===== src/sff_pkg.sv =====
/*
  constants and types shared by the programmable-flag buffer and its staging queue.
  assumes a single system clock; all device pins are sampled into that clock.
*/
package sff_pkg;

  // word and offset register geometry
  localparam int WORD_W      = 9;
  localparam int OFS_W       = 8;
  localparam int OFS_CNT     = 4;
  localparam int STAGE_DEPTH = 8;

  // offset register sequence positions
  localparam logic [1:0] SEL_EMPTY_LOW  = 2'h0;
  localparam logic [1:0] SEL_EMPTY_HIGH = 2'h1;
  localparam logic [1:0] SEL_FULL_LOW   = 2'h2;
  localparam logic [1:0] SEL_FULL_HIGH  = 2'h3;
  localparam logic [1:0] SEL_RST        = 2'h0;

  // values after device reset
  localparam logic [7:0] EMPTY_LOW_RST  = 8'h07;
  localparam logic [7:0] EMPTY_HIGH_RST = 8'h00;
  localparam logic [7:0] FULL_LOW_RST   = 8'h07;
  localparam logic [7:0] FULL_HIGH_RST  = 8'h00;
  localparam logic [8:0] OUT_RST        = 9'h000;

  // configuration caught from the dual-purpose pin at device reset
  typedef enum logic
  {
    SFF_MODE_LOAD = 1'b0,
    SFF_MODE_DUAL = 1'b1
  } sff_mode_type;

endpackage


===== src/sff_stream_if.sv =====
/*
  valid/ready word channel between the buffer core and its staging queue.
  assumes source and sink share one clock.
*/
`timescale 1ns/1ps
interface sff_stream_if #(
  parameter int WIDTH = 9
);
  logic             valid;
  logic             ready;
  logic [WIDTH-1:0] data;

  modport source
  (
    output valid,
    output data,
    input  ready
  );

  modport sink
  (
    input  valid,
    input  data,
    output ready
  );
endinterface


===== src/sff_fifo_top.sv =====
/*
  first-in first-out buffer, 9-bit words, with full, empty and programmable
  almost-full / almost-empty flags and four offset registers.
  assumes push_clock_i and pop_clock_i are slow pins well below clk_i/4; every
  pin is sampled through two flip-flops and pin clock edges become enable pulses.
*/
// Summary of operation
// [RULE1] output enable low drives out_word from output register; high floats it
// [RULE2] load pin high during device reset selects dual write gate mode
// [RULE3] load pin low during device reset selects offset load mode
// [RULE4] dual mode: gate a low and gate b high writes next location per push edge
// [RULE5] dual mode: gate a high or gate b low stores nothing
// [RULE6] full buffer drives full_n low and ignores both write gates
// [RULE7] after a read on full buffer, full_n releases on a push edge
// [RULE8] load mode offers four 8-bit offset registers, written and read through data
// [RULE9] load and gate a low: push edges write the four offsets cyclically
// [RULE10] raising load resumes normal operation and keeps the sequence position
// [RULE11] load and read gates low: pop edges present offsets in the same cycle order
// [RULE12] outside logic never reads and writes offsets in the same period
// [RULE13] full offset low byte resets to seven, high byte to zero
// [RULE14] without reads, full_n goes low after exactly depth writes
// [RULE15] full_n and almost_full_n change only on push edges
// [RULE16] equal pointers drive empty_n low and block reads; updates on pop edges
// [RULE17] almost_full_n low once stored words reach depth minus full offset
// [RULE18] default full offset places almost_full_n at depth minus seven
// [RULE19] almost_empty_n low while stored words are at most empty offset; pop edges
// [RULE20] default empty offset gives almost_empty_n low at seven or fewer words
// [RULE21] read words leave on a 9-bit output bus
// [RULE22] device reset clears pointers, sets flags, clears output, restores offsets
// [RULE23] read gates low and not empty: pop edge loads next word, else output holds
// [RULE24] load mode: gate a alone gates buffer writes
// [RULE25] outside logic resets the device after power-up before writing
// [RULE26] effective offsets join high over low, trimmed to pointer width
// [RULE27] full side reads a pointer copy taken on push edges, empty side on pop edges
`timescale 1ns/1ps
module sff_fifo_top #(
  parameter int DEPTH = 64
)
(
  // clock and reset
  input  wire logic       clk_i,
  input  wire logic       rst_b_i,
  // device reset pin
  input  wire logic       init_n_i,
  // write side pins
  input  wire logic       push_clock_i,
  input  wire logic       write_gate_a_n_i,
  input  wire logic       write_gate_b_or_load_i,
  input  wire logic [8:0] in_word_i,
  // read side pins
  input  wire logic       pop_clock_i,
  input  wire logic       read_gate_a_n_i,
  input  wire logic       read_gate_b_n_i,
  input  wire logic       q_drive_enable_n_i,
  // data out, two signals of a three-state bus
  output logic      [8:0] out_word_o,
  output logic            out_word_oe_o,
  // flags
  output logic            full_n_o,
  output logic            almost_full_n_o,
  output logic            empty_n_o,
  output logic            almost_empty_n_o
);
  localparam int AW = $clog2(DEPTH);
  localparam logic [AW:0] DEPTH_CNT = (AW+1)'(DEPTH);

  typedef struct packed
  {
    logic [2:0]                push_sy;
    logic [2:0]                pop_sy;
    logic [1:0]                gate_a_sy;
    logic [1:0]                gate_b_sy;
    logic [1:0]                rgate_a_sy;
    logic [1:0]                rgate_b_sy;
    logic [1:0]                init_sy;
    logic [1:0]                oe_sy;
    logic [1:0][8:0]           din_sy;
    sff_pkg::sff_mode_type     mode;
    logic [AW:0]               wcnt;
    logic [AW:0]               mem_wp;
    logic [AW:0]               rp;
    logic [AW:0]               rp_copy;
    logic [AW:0]               wp_copy;
    logic [DEPTH-1:0][8:0]     ram;
    logic [8:0]                out_q;
    logic [3:0][7:0]           ofs;
    logic [1:0]                wsel;
    logic [1:0]                rsel;
    logic                      full_n;
    logic                      afull_n;
    logic                      empty_n;
    logic                      aempty_n;
  } sff_state_type;

  sff_state_type state_reg;
  sff_state_type state_next;

  sff_stream_if #(.WIDTH(sff_pkg::WORD_W)) stage_in ();
  sff_stream_if #(.WIDTH(sff_pkg::WORD_W)) stage_out ();

  // absorbs back-to-back pin writes while the word array takes one per cycle
  sff_stage_fifo #(
    .WIDTH (sff_pkg::WORD_W),
    .DEPTH (sff_pkg::STAGE_DEPTH)
  ) u_stage (
    .clk_i   (clk_i),
    .rst_b_i (rst_b_i),
    .fill    (stage_in.sink),
    .drain   (stage_out.source)
  );

  logic        push_edge;
  logic        pop_edge;
  logic        in_init;
  logic        load_active;
  logic        wgate_on;
  logic        rgate_on;
  logic        wr_word;
  logic        wr_ofs;
  logic        rd_word;
  logic        rd_ofs;
  logic [15:0] empty_ofs16;
  logic [15:0] full_ofs16;
  logic [AW:0] n_ofs;
  logic [AW:0] m_ofs;

  // edge detectors compare the settled second stage with the third
  assign push_edge   = state_reg.push_sy[1] && !state_reg.push_sy[2];
  assign pop_edge    = state_reg.pop_sy[1] && !state_reg.pop_sy[2];
  assign in_init     = !state_reg.init_sy[1];
  assign load_active = (state_reg.mode == sff_pkg::SFF_MODE_LOAD) && !state_reg.gate_b_sy[1];
  // both modes write words on gate a low with the second pin high
  assign wgate_on    = !state_reg.gate_a_sy[1] && state_reg.gate_b_sy[1]; // [RULE4] [RULE5] [RULE24]
  assign rgate_on    = !state_reg.rgate_a_sy[1] && !state_reg.rgate_b_sy[1];

  assign wr_word = push_edge && !in_init && wgate_on && state_reg.full_n && stage_in.ready; // [RULE6]
  assign wr_ofs  = push_edge && !in_init && load_active && !state_reg.gate_a_sy[1]; // [RULE9]
  assign rd_word = pop_edge && !in_init && !load_active && rgate_on && state_reg.empty_n; // [RULE16] [RULE23]
  assign rd_ofs  = pop_edge && !in_init && load_active && rgate_on; // [RULE11]

  assign empty_ofs16 = {state_reg.ofs[sff_pkg::SEL_EMPTY_HIGH], state_reg.ofs[sff_pkg::SEL_EMPTY_LOW]}; // [RULE26]
  assign full_ofs16  = {state_reg.ofs[sff_pkg::SEL_FULL_HIGH], state_reg.ofs[sff_pkg::SEL_FULL_LOW]}; // [RULE26]
  assign n_ofs       = {1'b0, empty_ofs16[AW-1:0]};
  assign m_ofs       = {1'b0, full_ofs16[AW-1:0]};

  assign stage_in.valid  = wr_word;
  assign stage_in.data   = state_reg.din_sy[1];
  assign stage_out.ready = !in_init;

  always_comb
  begin
    logic [AW:0] wcnt_n;
    logic [AW:0] rp_n;
    logic [AW:0] fcount;
    logic [AW:0] ecount;
    wcnt_n = state_reg.wcnt;
    rp_n   = state_reg.rp;
    fcount = '0;
    ecount = '0;
    state_next = state_reg;

    // pin synchronisers
    state_next.push_sy    = {state_reg.push_sy[1:0], push_clock_i};
    state_next.pop_sy     = {state_reg.pop_sy[1:0], pop_clock_i};
    state_next.gate_a_sy  = {state_reg.gate_a_sy[0], write_gate_a_n_i};
    state_next.gate_b_sy  = {state_reg.gate_b_sy[0], write_gate_b_or_load_i};
    state_next.rgate_a_sy = {state_reg.rgate_a_sy[0], read_gate_a_n_i};
    state_next.rgate_b_sy = {state_reg.rgate_b_sy[0], read_gate_b_n_i};
    state_next.init_sy    = {state_reg.init_sy[0], init_n_i};
    state_next.oe_sy      = {state_reg.oe_sy[0], q_drive_enable_n_i};
    state_next.din_sy     = {state_reg.din_sy[0], in_word_i};

    if (in_init)
    begin
      // strap caught by the clock while the device reset pin is low
      state_next.mode     = state_reg.gate_b_sy[1] ? sff_pkg::SFF_MODE_DUAL : sff_pkg::SFF_MODE_LOAD; // [RULE2] [RULE3]
      state_next.wcnt     = '0; // [RULE22]
      state_next.mem_wp   = '0;
      state_next.rp       = '0;
      state_next.rp_copy  = '0;
      state_next.wp_copy  = '0;
      state_next.out_q    = sff_pkg::OUT_RST;
      state_next.ofs[sff_pkg::SEL_EMPTY_LOW]  = sff_pkg::EMPTY_LOW_RST; // [RULE20]
      state_next.ofs[sff_pkg::SEL_EMPTY_HIGH] = sff_pkg::EMPTY_HIGH_RST;
      state_next.ofs[sff_pkg::SEL_FULL_LOW]   = sff_pkg::FULL_LOW_RST; // [RULE13] [RULE18]
      state_next.ofs[sff_pkg::SEL_FULL_HIGH]  = sff_pkg::FULL_HIGH_RST;
      state_next.wsel     = sff_pkg::SEL_RST;
      state_next.rsel     = sff_pkg::SEL_RST;
      state_next.full_n   = 1'b1;
      state_next.afull_n  = 1'b1;
      state_next.empty_n  = 1'b0;
      state_next.aempty_n = 1'b0;
    end
    else
    begin
      // staged words enter the array one per cycle
      if (stage_out.valid)
      begin
        state_next.ram[state_reg.mem_wp[AW-1:0]] = stage_out.data;
        state_next.mem_wp = state_reg.mem_wp + (AW+1)'(1);
      end

      // offsets: sequence position survives leaving load state
      if (wr_ofs)
      begin
        state_next.ofs[state_reg.wsel] = state_reg.din_sy[1][7:0]; // [RULE8] [RULE10]
        state_next.wsel = state_reg.wsel + 2'h1; // [RULE9]
      end
      if (rd_ofs)
      begin
        state_next.out_q = {1'b0, state_reg.ofs[state_reg.rsel]}; // [RULE8]
        state_next.rsel  = state_reg.rsel + 2'h1; // [RULE11]
      end

      // write side flags, updated on push edges only
      if (push_edge)
      begin
        if (wr_word)
        begin
          wcnt_n = state_reg.wcnt + (AW+1)'(1);
        end
        state_next.wcnt    = wcnt_n;
        state_next.rp_copy = state_reg.rp; // [RULE27]
        fcount = wcnt_n - state_next.rp_copy;
        state_next.full_n  = (fcount != DEPTH_CNT); // [RULE14] [RULE7] [RULE15]
        state_next.afull_n = (fcount < (DEPTH_CNT - m_ofs)); // [RULE17] [RULE15]
      end

      // read side flags, updated on pop edges only
      if (pop_edge)
      begin
        if (rd_word)
        begin
          state_next.out_q = state_reg.ram[state_reg.rp[AW-1:0]]; // [RULE23] [RULE21]
          rp_n = state_reg.rp + (AW+1)'(1);
        end
        state_next.rp       = rp_n;
        state_next.wp_copy  = state_reg.mem_wp; // [RULE27]
        ecount = state_next.wp_copy - rp_n;
        state_next.empty_n  = (ecount != '0); // [RULE16]
        state_next.aempty_n = (ecount > n_ofs); // [RULE19]
      end
    end
  end

  always_ff @(posedge clk_i or negedge rst_b_i)
  begin
    if (!rst_b_i)
    begin
      state_reg          <= '0;
      state_reg.init_sy  <= 2'h0;
      state_reg.oe_sy    <= 2'h3;
      state_reg.full_n   <= 1'b1;
      state_reg.afull_n  <= 1'b1;
    end
    else
    begin
      state_reg <= state_next;
    end
  end

  // output enable pin is synchronised too, so the bus turns two cycles late
  assign out_word_o       = state_reg.out_q; // [RULE21]
  assign out_word_oe_o    = !state_reg.oe_sy[1]; // [RULE1]
  assign full_n_o         = state_reg.full_n;
  assign almost_full_n_o  = state_reg.afull_n;
  assign empty_n_o        = state_reg.empty_n;
  assign almost_empty_n_o = state_reg.aempty_n;
endmodule


===== src/sff_stage_fifo.sv =====
/*
  small staging queue of flip-flops with valid/ready on both sides.
  assumes DEPTH is a power of two and one clock for both sides.
*/
`timescale 1ns/1ps
module sff_stage_fifo #(
  parameter int WIDTH = 9,
  parameter int DEPTH = 8
)
(
  // clock and reset
  input  wire logic clk_i,
  input  wire logic rst_b_i,
  // channels
  sff_stream_if.sink   fill,
  sff_stream_if.source drain
);
  localparam int PW = $clog2(DEPTH) + 1;

  typedef struct packed
  {
    logic [DEPTH-1:0][WIDTH-1:0] mem;
    logic [PW-1:0]               wp;
    logic [PW-1:0]               rp;
  } sff_stage_state_type;

  sff_stage_state_type state_reg;
  sff_stage_state_type state_next;
  logic                full;
  logic                empty;

  assign empty = (state_reg.wp == state_reg.rp);
  assign full  = (state_reg.wp[PW-2:0] == state_reg.rp[PW-2:0]) && (state_reg.wp[PW-1] != state_reg.rp[PW-1]);

  assign fill.ready  = !full;
  assign drain.valid = !empty;
  assign drain.data  = state_reg.mem[state_reg.rp[PW-2:0]];

  always_comb
  begin
    state_next = state_reg;
    if (fill.valid && !full)
    begin
      state_next.mem[state_reg.wp[PW-2:0]] = fill.data;
      state_next.wp = state_reg.wp + PW'(1);
    end
    if (drain.ready && !empty)
    begin
      state_next.rp = state_reg.rp + PW'(1);
    end
  end

  always_ff @(posedge clk_i or negedge rst_b_i)
  begin
    if (!rst_b_i)
    begin
      state_reg <= '0;
    end
    else
    begin
      state_reg <= state_next;
    end
  end
endmodule


===== config.mk =====
export PLATFORM = sky130hd
export DESIGN_NAME = sff_fifo_top
export DESIGN_NICKNAME = d
export VERILOG_FILES = /design/src/sff_pkg.sv /design/src/sff_stream_if.sv /design/src/sff_fifo_top.sv /design/src/sff_stage_fifo.sv
export SDC_FILE = /design/constraint.sdc
export NUM_CORES = 1
export LEC_CHECK = 0
export ABC_AREA = 1
export BUFFER_PORTS_ARGS = -buffer_cell sky130_fd_sc_hd__buf_2
export CAP_MARGIN = 20
export CORE_MARGIN = 10
export CORE_UTILIZATION = 25
export CTS_CLUSTER_DIAMETER = 40
export CTS_CLUSTER_SIZE = 10
export DETAILED_ROUTE_END_ITERATION = 12
export HOLD_SLACK_MARGIN = 0.06
export SLEW_MARGIN = 20
export SYNTH_ARGS = -nofsm -noshare
export SYNTH_HDL_FRONTEND = slang
export SYNTH_SLANG_ARGS = --single-unit

===== constraint.sdc =====
create_clock -name clk_i -period 3.58 [get_ports clk_i]
set_clock_uncertainty 0.2 [all_clocks]
set_input_delay 0 -clock clk_i [delete_from_list [all_inputs] [get_ports clk_i]]
set_output_delay 0 -clock clk_i [all_outputs]
set_load 0.005 [all_outputs]

* Yosys cells after proc, flatten, opt, wreduce, memory -nomap -nowiden
Cells that the tools add are included.
** Cells by class
- $add $sub $neg :: 10
- Order comparisons :: 11
- Equality and inequality tests :: 9
- Muxes and demuxes :: 36
- Bitwise operators :: 2
- Reduce and logical (&&, ||, !) cells :: 35
** Operators by type and width (count)
- bitwise mux 576 bit :: 1
- two-way mux 7 bit :: 11
- bitwise mux 72 bit :: 1
- two-way mux 9 bit :: 7
- binary-select mux 9 bit (select 6 bit) :: 1
- demux 9 bit (select 6 bit) :: 1
- two-way mux 49 bit :: 1
- two-way mux 35 bit :: 1
- two-way mux 34 bit :: 1
- bitwise mux 32 bit :: 1
- binary-select mux 9 bit (select 3 bit) :: 1
- demux 9 bit (select 3 bit) :: 1
- logical AND 1 bit :: 23
- adder 7 x 1 -> 7 bit, second input constant :: 3
- binary-select mux 8 bit (select 2 bit) :: 1
- demux 8 bit (select 2 bit) :: 1
- two-way mux 8 bit :: 2
- less-than comparator 6 x 7 -> 1 bit, second input constant :: 2
- subtractor 7 bit :: 2
- logical NOT 1 bit :: 10
- adder 4 x 1 -> 4 bit, second input constant :: 2
- less-than comparator 3 x 4 -> 1 bit, second input constant :: 2
- != test 2 x 1 -> 1 bit, second input constant :: 4
- > comparator 7 x 6 -> 1 bit :: 1
- other kinds (17) :: 22
** Word-level totals
- Flip-flop bits (word level) :: 763
- Input bits :: 19
- Output and inout bits :: 14
- Word-level logic and storage cells :: 202

* Logic depth before layout (Yosys ltp)
Gate-level depths: netlist of run 1.
- Depth after elaboration :: 13
- Depth in mapped cells :: 25
- Gate-level depth less buffers :: 25

* Modules after synthesis
A second synthesis of run 1 with hierarchy kept.
** Second synthesis, totals
- Cell total of the unflattened synthesis :: 4690
- Area, all modules :: 37031.8 sq um
** By module, submodules not included
- sff_fifo_top :: times used 1, cells an instance 4147, area each 32675.1 sq um, seq. area each 17096.4 sq um
- sff_stage_fifo :: times used 1, cells an instance 543, area each 4356.7 sq um, seq. area each 2001.9 sq um

* Worst setup path before layout of run 1
No wires, ideal clock.
- Path type :: register -> register
- Start :: reg u_stage.state_reg[5] (netlist bit)
- End :: reg state_reg, in the netlist almost_full_n_o
- Setup time :: 0.111 ns
- Data arrival time :: 3.460 ns
- Data required time :: 3.269 ns
- Setup slack :: -0.191 ns
- Stages on the path, launching flop included :: 21
- Path buffers :: 1
- Clock period less this slack :: 3.771 ns
- Path through :: dfrtp_1 buf_2 xor2_1 nor2_1 nand3b_1 nand2_2 inv_1 o21ai_0 inv_1 ha_1 a21oi_1 or2_2 nand3_1 nand2_1 nand2_1 nand3_1 and2_1 ha_1 a21oi_1 o21ai_0 o311ai_0
** On the way
- Word-level cells in the longest chain between the ends :: 11
** Ends and longest elaborated chain
- start, declared :: RTL line sff_stage_fifo.sv:27 : sff_stage_state_type state_reg;
- start signal, assigned :: RTL line sff_stage_fifo.sv:61 : state_reg <= state_next;
- == test 3 bit :: RTL line sff_stage_fifo.sv:33 : assign full = (state_reg.wp[PW-2:0] == state_reg.rp[PW-2:0]) && (state_reg.wp[PW-1] != state_reg.rp[PW-1]);
- logical AND 1 bit :: RTL line sff_stage_fifo.sv:33
- logical NOT 1 bit :: RTL line sff_stage_fifo.sv:35 : assign fill.ready = !full;
- logical AND 1 bit :: RTL line sff_fifo_top.sv:136 : assign wr_word = push_edge && !in_init && wgate_on && state_reg.full_n && stage_in.ready;
- two-way mux 7 bit :: RTL line sff_fifo_top.sv:218 : if (wr_word)
- two-way mux 7 bit :: RTL line sff_fifo_top.sv:216 : if (push_edge)
- two-way mux 7 bit :: RTL line sff_fifo_top.sv:173 : if (in_init)
- subtractor 7 bit :: RTL line sff_fifo_top.sv:224 : fcount = wcnt_n - state_next.rp_copy;
- less-than comparator 7 bit :: RTL line sff_fifo_top.sv:226 : state_next.afull_n = (fcount < (DEPTH_CNT - m_ofs));
- two-way mux 2 bit :: RTL line sff_fifo_top.sv:216
- two-way mux 49 bit :: RTL line sff_fifo_top.sv:173
- end signal, assigned :: RTL line sff_fifo_top.sv:258 : state_reg <= state_next;
- end, declared :: RTL line sff_fifo_top.sv:95 : sff_state_type state_reg;
No other way between the ends. The select of a mux whose other input is x is not followed.
A chain may end at the register's enable or synchronous reset.

* Final worst setup path of run 1
- Start :: reg state_reg, in the netlist full_n_o
- End :: reg state_reg, in the netlist almost_full_n_o
** On the way
- Word-level cells in the longest chain between the ends :: 9
** Ends and longest elaborated chain (RTL line)
- logical AND 1 bit (2 in a row) :: sff_fifo_top.sv:136
- two-way mux 7 bit :: sff_fifo_top.sv:218
- two-way mux 7 bit :: sff_fifo_top.sv:216
- two-way mux 7 bit :: sff_fifo_top.sv:173
- subtractor 7 bit :: sff_fifo_top.sv:224
- less-than comparator 7 bit :: sff_fifo_top.sv:226
- two-way mux 2 bit :: sff_fifo_top.sv:216
- two-way mux 49 bit :: sff_fifo_top.sv:173
No other way between the ends. The select of a mux whose other input is x is not followed.

==> metrics, run 1 <==
Initial Utilization=0.251; Final setup viols=0; startpoint types=flop; kind of critical path=flop to flop; Detailed Route Iter0 Violations=around 2900; CORE AREA=around 0.14 mm²; Worst Hold Class=flop to flop; Power, Total=27200 µW; Syn Area/Cell=approximately 8 µm²; cells after synthesis=4537; worst hold slack=roughly 0.15 ns; Final ANT Viol Nets=0; DR pass1 iterations=6; first-pass GRT wire length=169 mm; clk sinks=between 700 and 800; Setup crit start=full_n_o; critical path capture point type=flop; normalized max-slew margin=0.303; commonest non-fill, non-tap cell in the layout=nand2_1; share of the synthesized area in the top cell type=0.528; GRT Total Usage=0.131; CTS clk-pin slew, worst paths=0.06 ns; Seq/Total Area, Yosys=0.530; Worst Max-Slew Pin Slew=1.04 ns; HP Start=state_next[672]; Placement Cell Area=a little under 0.04 mm²; die area=roughly 0.16 mm²; Final Cycle Share=0.980; fmax=285 MHz; antenna violations before repair=1; area leader, netlist=dfrtp_1; flops & latches, synth=roughly 760; EDFF count, synth=0; DRC Markers=0; MaxCap Viol Count=0; I/O Pins=33; Final Max Slew Viols=0; Final Hold Vio Count=0; Clk Tree Root Cell=clkbuf_16; number of antenna diodes=0; Bufs on Longest Clock Path=3; wire per inst=16.3 µm; die height=399 µm; Via density=4.62; Worst EP required=~4.0 ns; fraction of layout cells with a size suffix above 1=0.114; die width=approximately 400 µm; outcome=finished clean; RSZ-0062 raised after global routing=yes; Final HPWL DP=65.5 mm; commonest cells after routing, fill and taps aside=nand2_1 (1510), o21ai_0 (774), dfrtp_1 (757); Top FF cell, synth=dfrtp_1; RePlAce Congestion=~0.86; total CTS buffers=118; worst skew pair latency=roughly 0.7 ns; syn nets=4592; r2r setup slk=0.07 ns; Util after Layout=0.305; setup TNS=0 ns; Pwr Density=624 mW/mm²; H-tree depth=3; final wirelength=108 mm; CTS tree=yes; vias in the first global route=28900; Critical Path Fanout Max=6; P&R area growth vs syn=21.2%; Final nets=4640; Post-Synthesis Cell Area=0.0360 mm²; number of distinct library cells after synthesis=42; crit path DAT=between 3 and 4 ns; row count=139; Async SR Flop Fraction=1.00; R2R Path Start=full_n_o; port bufs=32; P_leak=between 0.015 and 0.02 µW; Via Count=30400; max reg flops=between 600 and 700; Tmin final=3.51 ns; fin area=0.0436 mm²; Area contributors post-synth=dfrtp_1 (53%), nand2_1 (16%), o21ai_0 (11%), nand3_1 (4.9%), inv_1 (2.9%); GRT overflow=0; warnings from Yosys=0; Worst IR Drop VDD=574 µV; largest net degree at the start of global routing=180
worst max-delay path: stages (launching register included):
cell      delay [ns]
dfstp_2         0.53
inv_2           0.05
nor4_4          0.20
buf_4           0.18
nand2_8         0.08
buf_6           0.14
nor2_4          0.10
xor2_1          0.18
inv_1           0.11
ha_4            0.18
a21oi_2         0.16
or2_4           0.15
nand4_1         0.10
nand2_2         0.12
nand3_2         0.08
and2_4          0.17
ha_4            0.22
nand2_2         0.05
inv_1           0.03
nand3_1         0.05
a21oi_1         0.04
o311ai_1        0.29
final timing paths:
path                                         end  cells past startpoint
setup / recovery                 almost_full_n_o                     21
hold / removal                  stage_in.data[2]                      0
setup reg to reg                 almost_full_n_o                     21
hold reg to reg                 stage_in.data[2]                      0
max in group asynchronous         state_reg[483]                      4
min in group asynchronous  u_stage.state_reg[26]                      4
metal layers:
layer	track usage	routed length (µm)
met4	0.0402	2950
met2	0.209	49200
met1	0.182	49400
met5	0	0
met3	0.0202	6130
report_power, final:
part	total [µW]	internal [µW]	switching (µW)
clock	12000	7630	4380
combinational	5760	1470	4290
sequential	9460	9160	296
total	27200	18300	8960
Yosys cell counts (3+ instances only):
cell type and instances:
inv_1 275, o22ai_1 26, nor3_2 3, nor3_1 6, buf_2 28, nand2_2 48
buf_6 12, inv_2 5, o21ai_1 8, nor2_1 247, ha_1 34, buf_4 12
nand3_1 355, or2_2 7, nor3_4 3, clkbuf_2 17, a31oi_1 3, clkbuf_1 195
buf_1 22, nand3b_1 3, nor2_8 3, o21ai_2 9, a21oi_1 77, clkinv_1 7
o21ai_0 777, dfstp_2 4, xor2_1 24, and3_1 4, nor2_2 6, dfrtp_1 759
o221ai_1 9, nand2_1 1521, xnor2_1 5, nand4_1 10
per-stage QoR:
step	setup slack, ns	cells
6_report	0.0731	6590
5_1_grt	-0.136	6590
4_1_cts	0.00501	6587
3_5_place_dp	-0.129	6322
3_3_place_gp	-0.0473	6322
2_1_floorplan	0.00927	4537
cells by family (layout without fill, tap and decap cells):
| family | count (synthesis) | count (layout) | synth area share |
|---|---|---|---|
| AO/OA/AOI/OAI | 911 | 911 | 0.130 |
| XOR/XNOR | 29 | 29 | 0.00706 |
| adder cells (fa/ha/maj) | 36 | 36 | 0.0129 |
| buffers and inverters | 573 | 723 | 0.0651 |
| flip-flops | 763 | 763 | 0.530 |
| AND/OR/NAND/NOR | 2225 | 2225 | 0.255 |
repair_timing:
item,CTS,global route
setup buffers,6,3
hold buffers,37,0
gates resized for setup,19,54
endpoints found under the hold margin,766,0
setup endpoints to repair,2,2
pin swaps,12,27
layout make-up:
type                            count  area (µm²)
Timing Repair Buffer              214        1900
Inverter                          287        1090
Clock inverter                     67         921
Clock buffer                      155        3270
Sequential cell                   763       19100
Fill cell                       15200       99700
Tap cell                         1903        2380
Multi-Input combinational cell   3201       15000
Power figures use the tool's default switching activity.
==> inputs of run 2 (changes only) <==
--- a/config.mk
+++ b/config.mk
@@ -17,4 +17,5 @@
 export SLEW_MARGIN = 20
 export SYNTH_ARGS = -nofsm -noshare
 export SYNTH_HDL_FRONTEND = slang
+export SYNTH_HIERARCHICAL = 1
 export SYNTH_SLANG_ARGS = --single-unit
==> metrics, run 2 <==
warnings from Yosys=6; Via density=~4.7; clk sinks=763; XOR/XNOR Fraction of Synth Area=0.00541; Final HPWL DP=64.7 mm; kind of critical path=flop to flop; Pwr Density=~600 mW/mm²; Hold Path Sink=stage_in.data[4]; setup TNS=0 ns; CTS clk-pin slew, worst paths=0.05 ns; first-pass GRT wire length=around 170 mm; total CTS buffers=118; top cells by count, synth=nand2_1 (1614), dfrtp_1 (759), o21ai_0 (687); Seq/Total Area, Yosys=0.516; I/O Pins=33; die height=405 µm; Final Cycle Share=0.944; Area contributors post-synth=dfrtp_1 (51%), nand2_1 (16%), o21ai_0 (9.3%), nand3_1 (4.8%), nor2_1 (2.7%); Critical Path Fanout Max=4; Detailed Route Iter0 Violations=3536; dpl ws=0.00545 ns; antenna violations before repair=3; largest stage delay on the critical path=around 0.4 ns; Syn Area/Cell=7.90 µm²; multiplexer share of the synthesized area=0; commonest non-fill, non-tap cell in the layout=nand2_1; RePlAce Congestion=approximately 0.86; H-tree depth=3; normalized max-slew margin=0.269; Placement Cell Area=0.0391 mm²; MaxCap Viol Count=0; Final Max Slew Viols=0; final wirelength=approximately 110 mm; number of distinct library cells after synthesis=43; cell chain of the critical path=xnor2_2 > nand4_4 > nand4_1 > inv_2 > buf_4 > nand2_1 > xor2_2 > inv_2 > ha_4 > buf_4 > nand3_1 > nand2_1 > xor2_1 > inv_1 > ha_1 > a21oi_1 > o211ai_1 > a22oi_1; flops & latches, synth=763; Async SR Flop Fraction=1.00; Final Hold Vio Count=0; dpl cells=6446; area leader, netlist=dfrtp_1; die area=0.164 mm²; vias in the first global route=between 20000 and 30000; Worst Max-Slew Pin Slew=1.10 ns; fin area=0.0439 mm²; startpoint types=flop; Simple-Gate Fraction of Synth Area=0.282; max reg flops=approximately 610; critical path capture point type=flop; r2r setup slk=0.20 ns; GRT overflow=0; compound-cell area share of the yosys netlist=0.113; Util after Layout=0.298; outcome=finished clean; largest net degree at the start of global routing=180; DRC Markers=0; port bufs=32; P&R area growth vs syn=18.6%; GRT Total Usage=0.131; FF-to-FF End=almost_full_n_o; Post-Synthesis Cell Area=roughly 0.037 mm²; main combinational cell family by area after synthesis=simple AND/OR/NAND/NOR gates; Tmin final=3.38 ns; R2R cell count=18; cells after synthesis=4690; hold path cells=0; CTS tree=yes; crit path DAT=3.78 ns; Final setup viols=0; P_leak=0.0199 µW; most frequent cell after synthesis=nand2_1; Initial Utilization=0.251; commonest cells after routing, fill and taps aside=nand2_1 (1602), dfrtp_1 (756), o21ai_0 (686); Final nets=4737; syn nets=4745; Bufs on Longest Clock Path=3; Clk Tree Root Cell=clkbuf_16; wire per inst=roughly 16 µm; DR pass1 iterations=6; row count=141; RSZ-0062 raised after global routing=yes; Via Count=about 31000; CORE AREA=0.147 mm²; Top FF cell, synth=dfrtp_1; Non-Filler Instances=approximately 6700; share of the synthesized area in the top cell type=0.513; R2R Path Start=u_stage/state_reg[5]; Final ANT Viol Nets=0; die width=405 µm; Worst IR Drop VDD=639 µV; fmax=296 MHz; worst skew pair latency=0.69 ns; Worst Hold Class=flop to flop; Worst EP required=between 3 and 4 ns; Synth Area in Adders=0.0126; EDFF count, synth=0; HP Start=state_next[674]; critical path's slowest cell=dfrtp_1; fraction of layout cells with a size suffix above 1=0.110; post-route setup slack=0.200 ns
-- run 2: cell types whose count changed in the layout (fill, tap and decap cells not counted), sizes merged, moves of 6 or more --
cell,before,now
nor3,12,21
clkinvlp,16,10
buf,178,142
nor2,258,278
nand3,357,365
nand4,10,87
nand2,1571,1682
o22ai,26,17
o221ai,9,0
xor2,24,18
o21ai,794,722
-- run 2: what timing repair did --
item                                   in CTS  in global routing
endpoints found under the hold margin     780                  0
resized for setup                           0                 48
setup endpoints to repair                   1                  2
pin swaps                                   1                 20
setup buffers                               0                  9
hold buffers                               37                  0
-- run 2: cell families (layout without fill, tap and decap cells) --
group / count (synthesis) / count (layout)
other: 0 / 1
AOI/OAI and AO/OA: 826 / 826
xor gates and xnor gates: 22 / 22
DFF: 763 / 763
buffers and inverters: 595 / 684
adders and majority gates: 36 / 36
and+or+nand+nor: 2448 / 2448
-- run 2: area by class of cell --
class | count | area, µm²
multi-input cells | 3332 | 15500
clock inverters | 64 | 892
repair buffers | 178 | 1620
clock buffers | 153 | 3330
fillers | 15700 | 104000
flip-flops and latches | 763 | 19100
well taps | 1930 | 2410
diodes | 1 | 2.50
inverters | 289 | 1100
-- run 2: metal layers --
layer,wire length [µm],GRT usage
met2,47200,0.192
met3,8550,0.0302
met5,12,0
met4,2740,0.0356
met1,51300,0.190
-- run 2: critical path, delay by kind of cell (launching register included) --
family / cells / cell delay (ns)
xor+xnor: 3 / 0.60
flops: 1 / 0.40
buf+inv: 5 / 0.48
fa+ha+maj: 2 / 0.59
compound gates: 3 / 0.40
simple gates: 5 / 0.64
-- run 2: through the flow --
stage,power [µW],hold slack (ns)
global route,28100,0.152
detailed placement,14900,-0.202
CTS,27100,0.147
finish,27000,0.144
global placement,14900,-0.199
floorplan,12400,-0.496
-- run 2: worst max-delay path by stage --
stage | startpoint | end
finish | u_stage/state_reg[5] | almost_full_n_o
global route | stage_out.ready | almost_empty_n_o
CTS | u_stage/state_reg[4] | almost_full_n_o
detailed placement | u_stage/state_reg[4] | almost_full_n_o
global placement | u_stage/state_reg[3] | almost_full_n_o
floorplan | u_stage/state_reg[4] | almost_full_n_o
-- run 2: where the power goes --
| part | total, µW | switching, µW | internal (µW) |
|---|---|---|---|
| Sequential | 9400 | 301 | 9100 |
| Combinational | 5480 | 4210 | 1270 |
| Clock | 12100 | 4230 | 7900 |
| Total | 27000 | 8740 | 18300 |
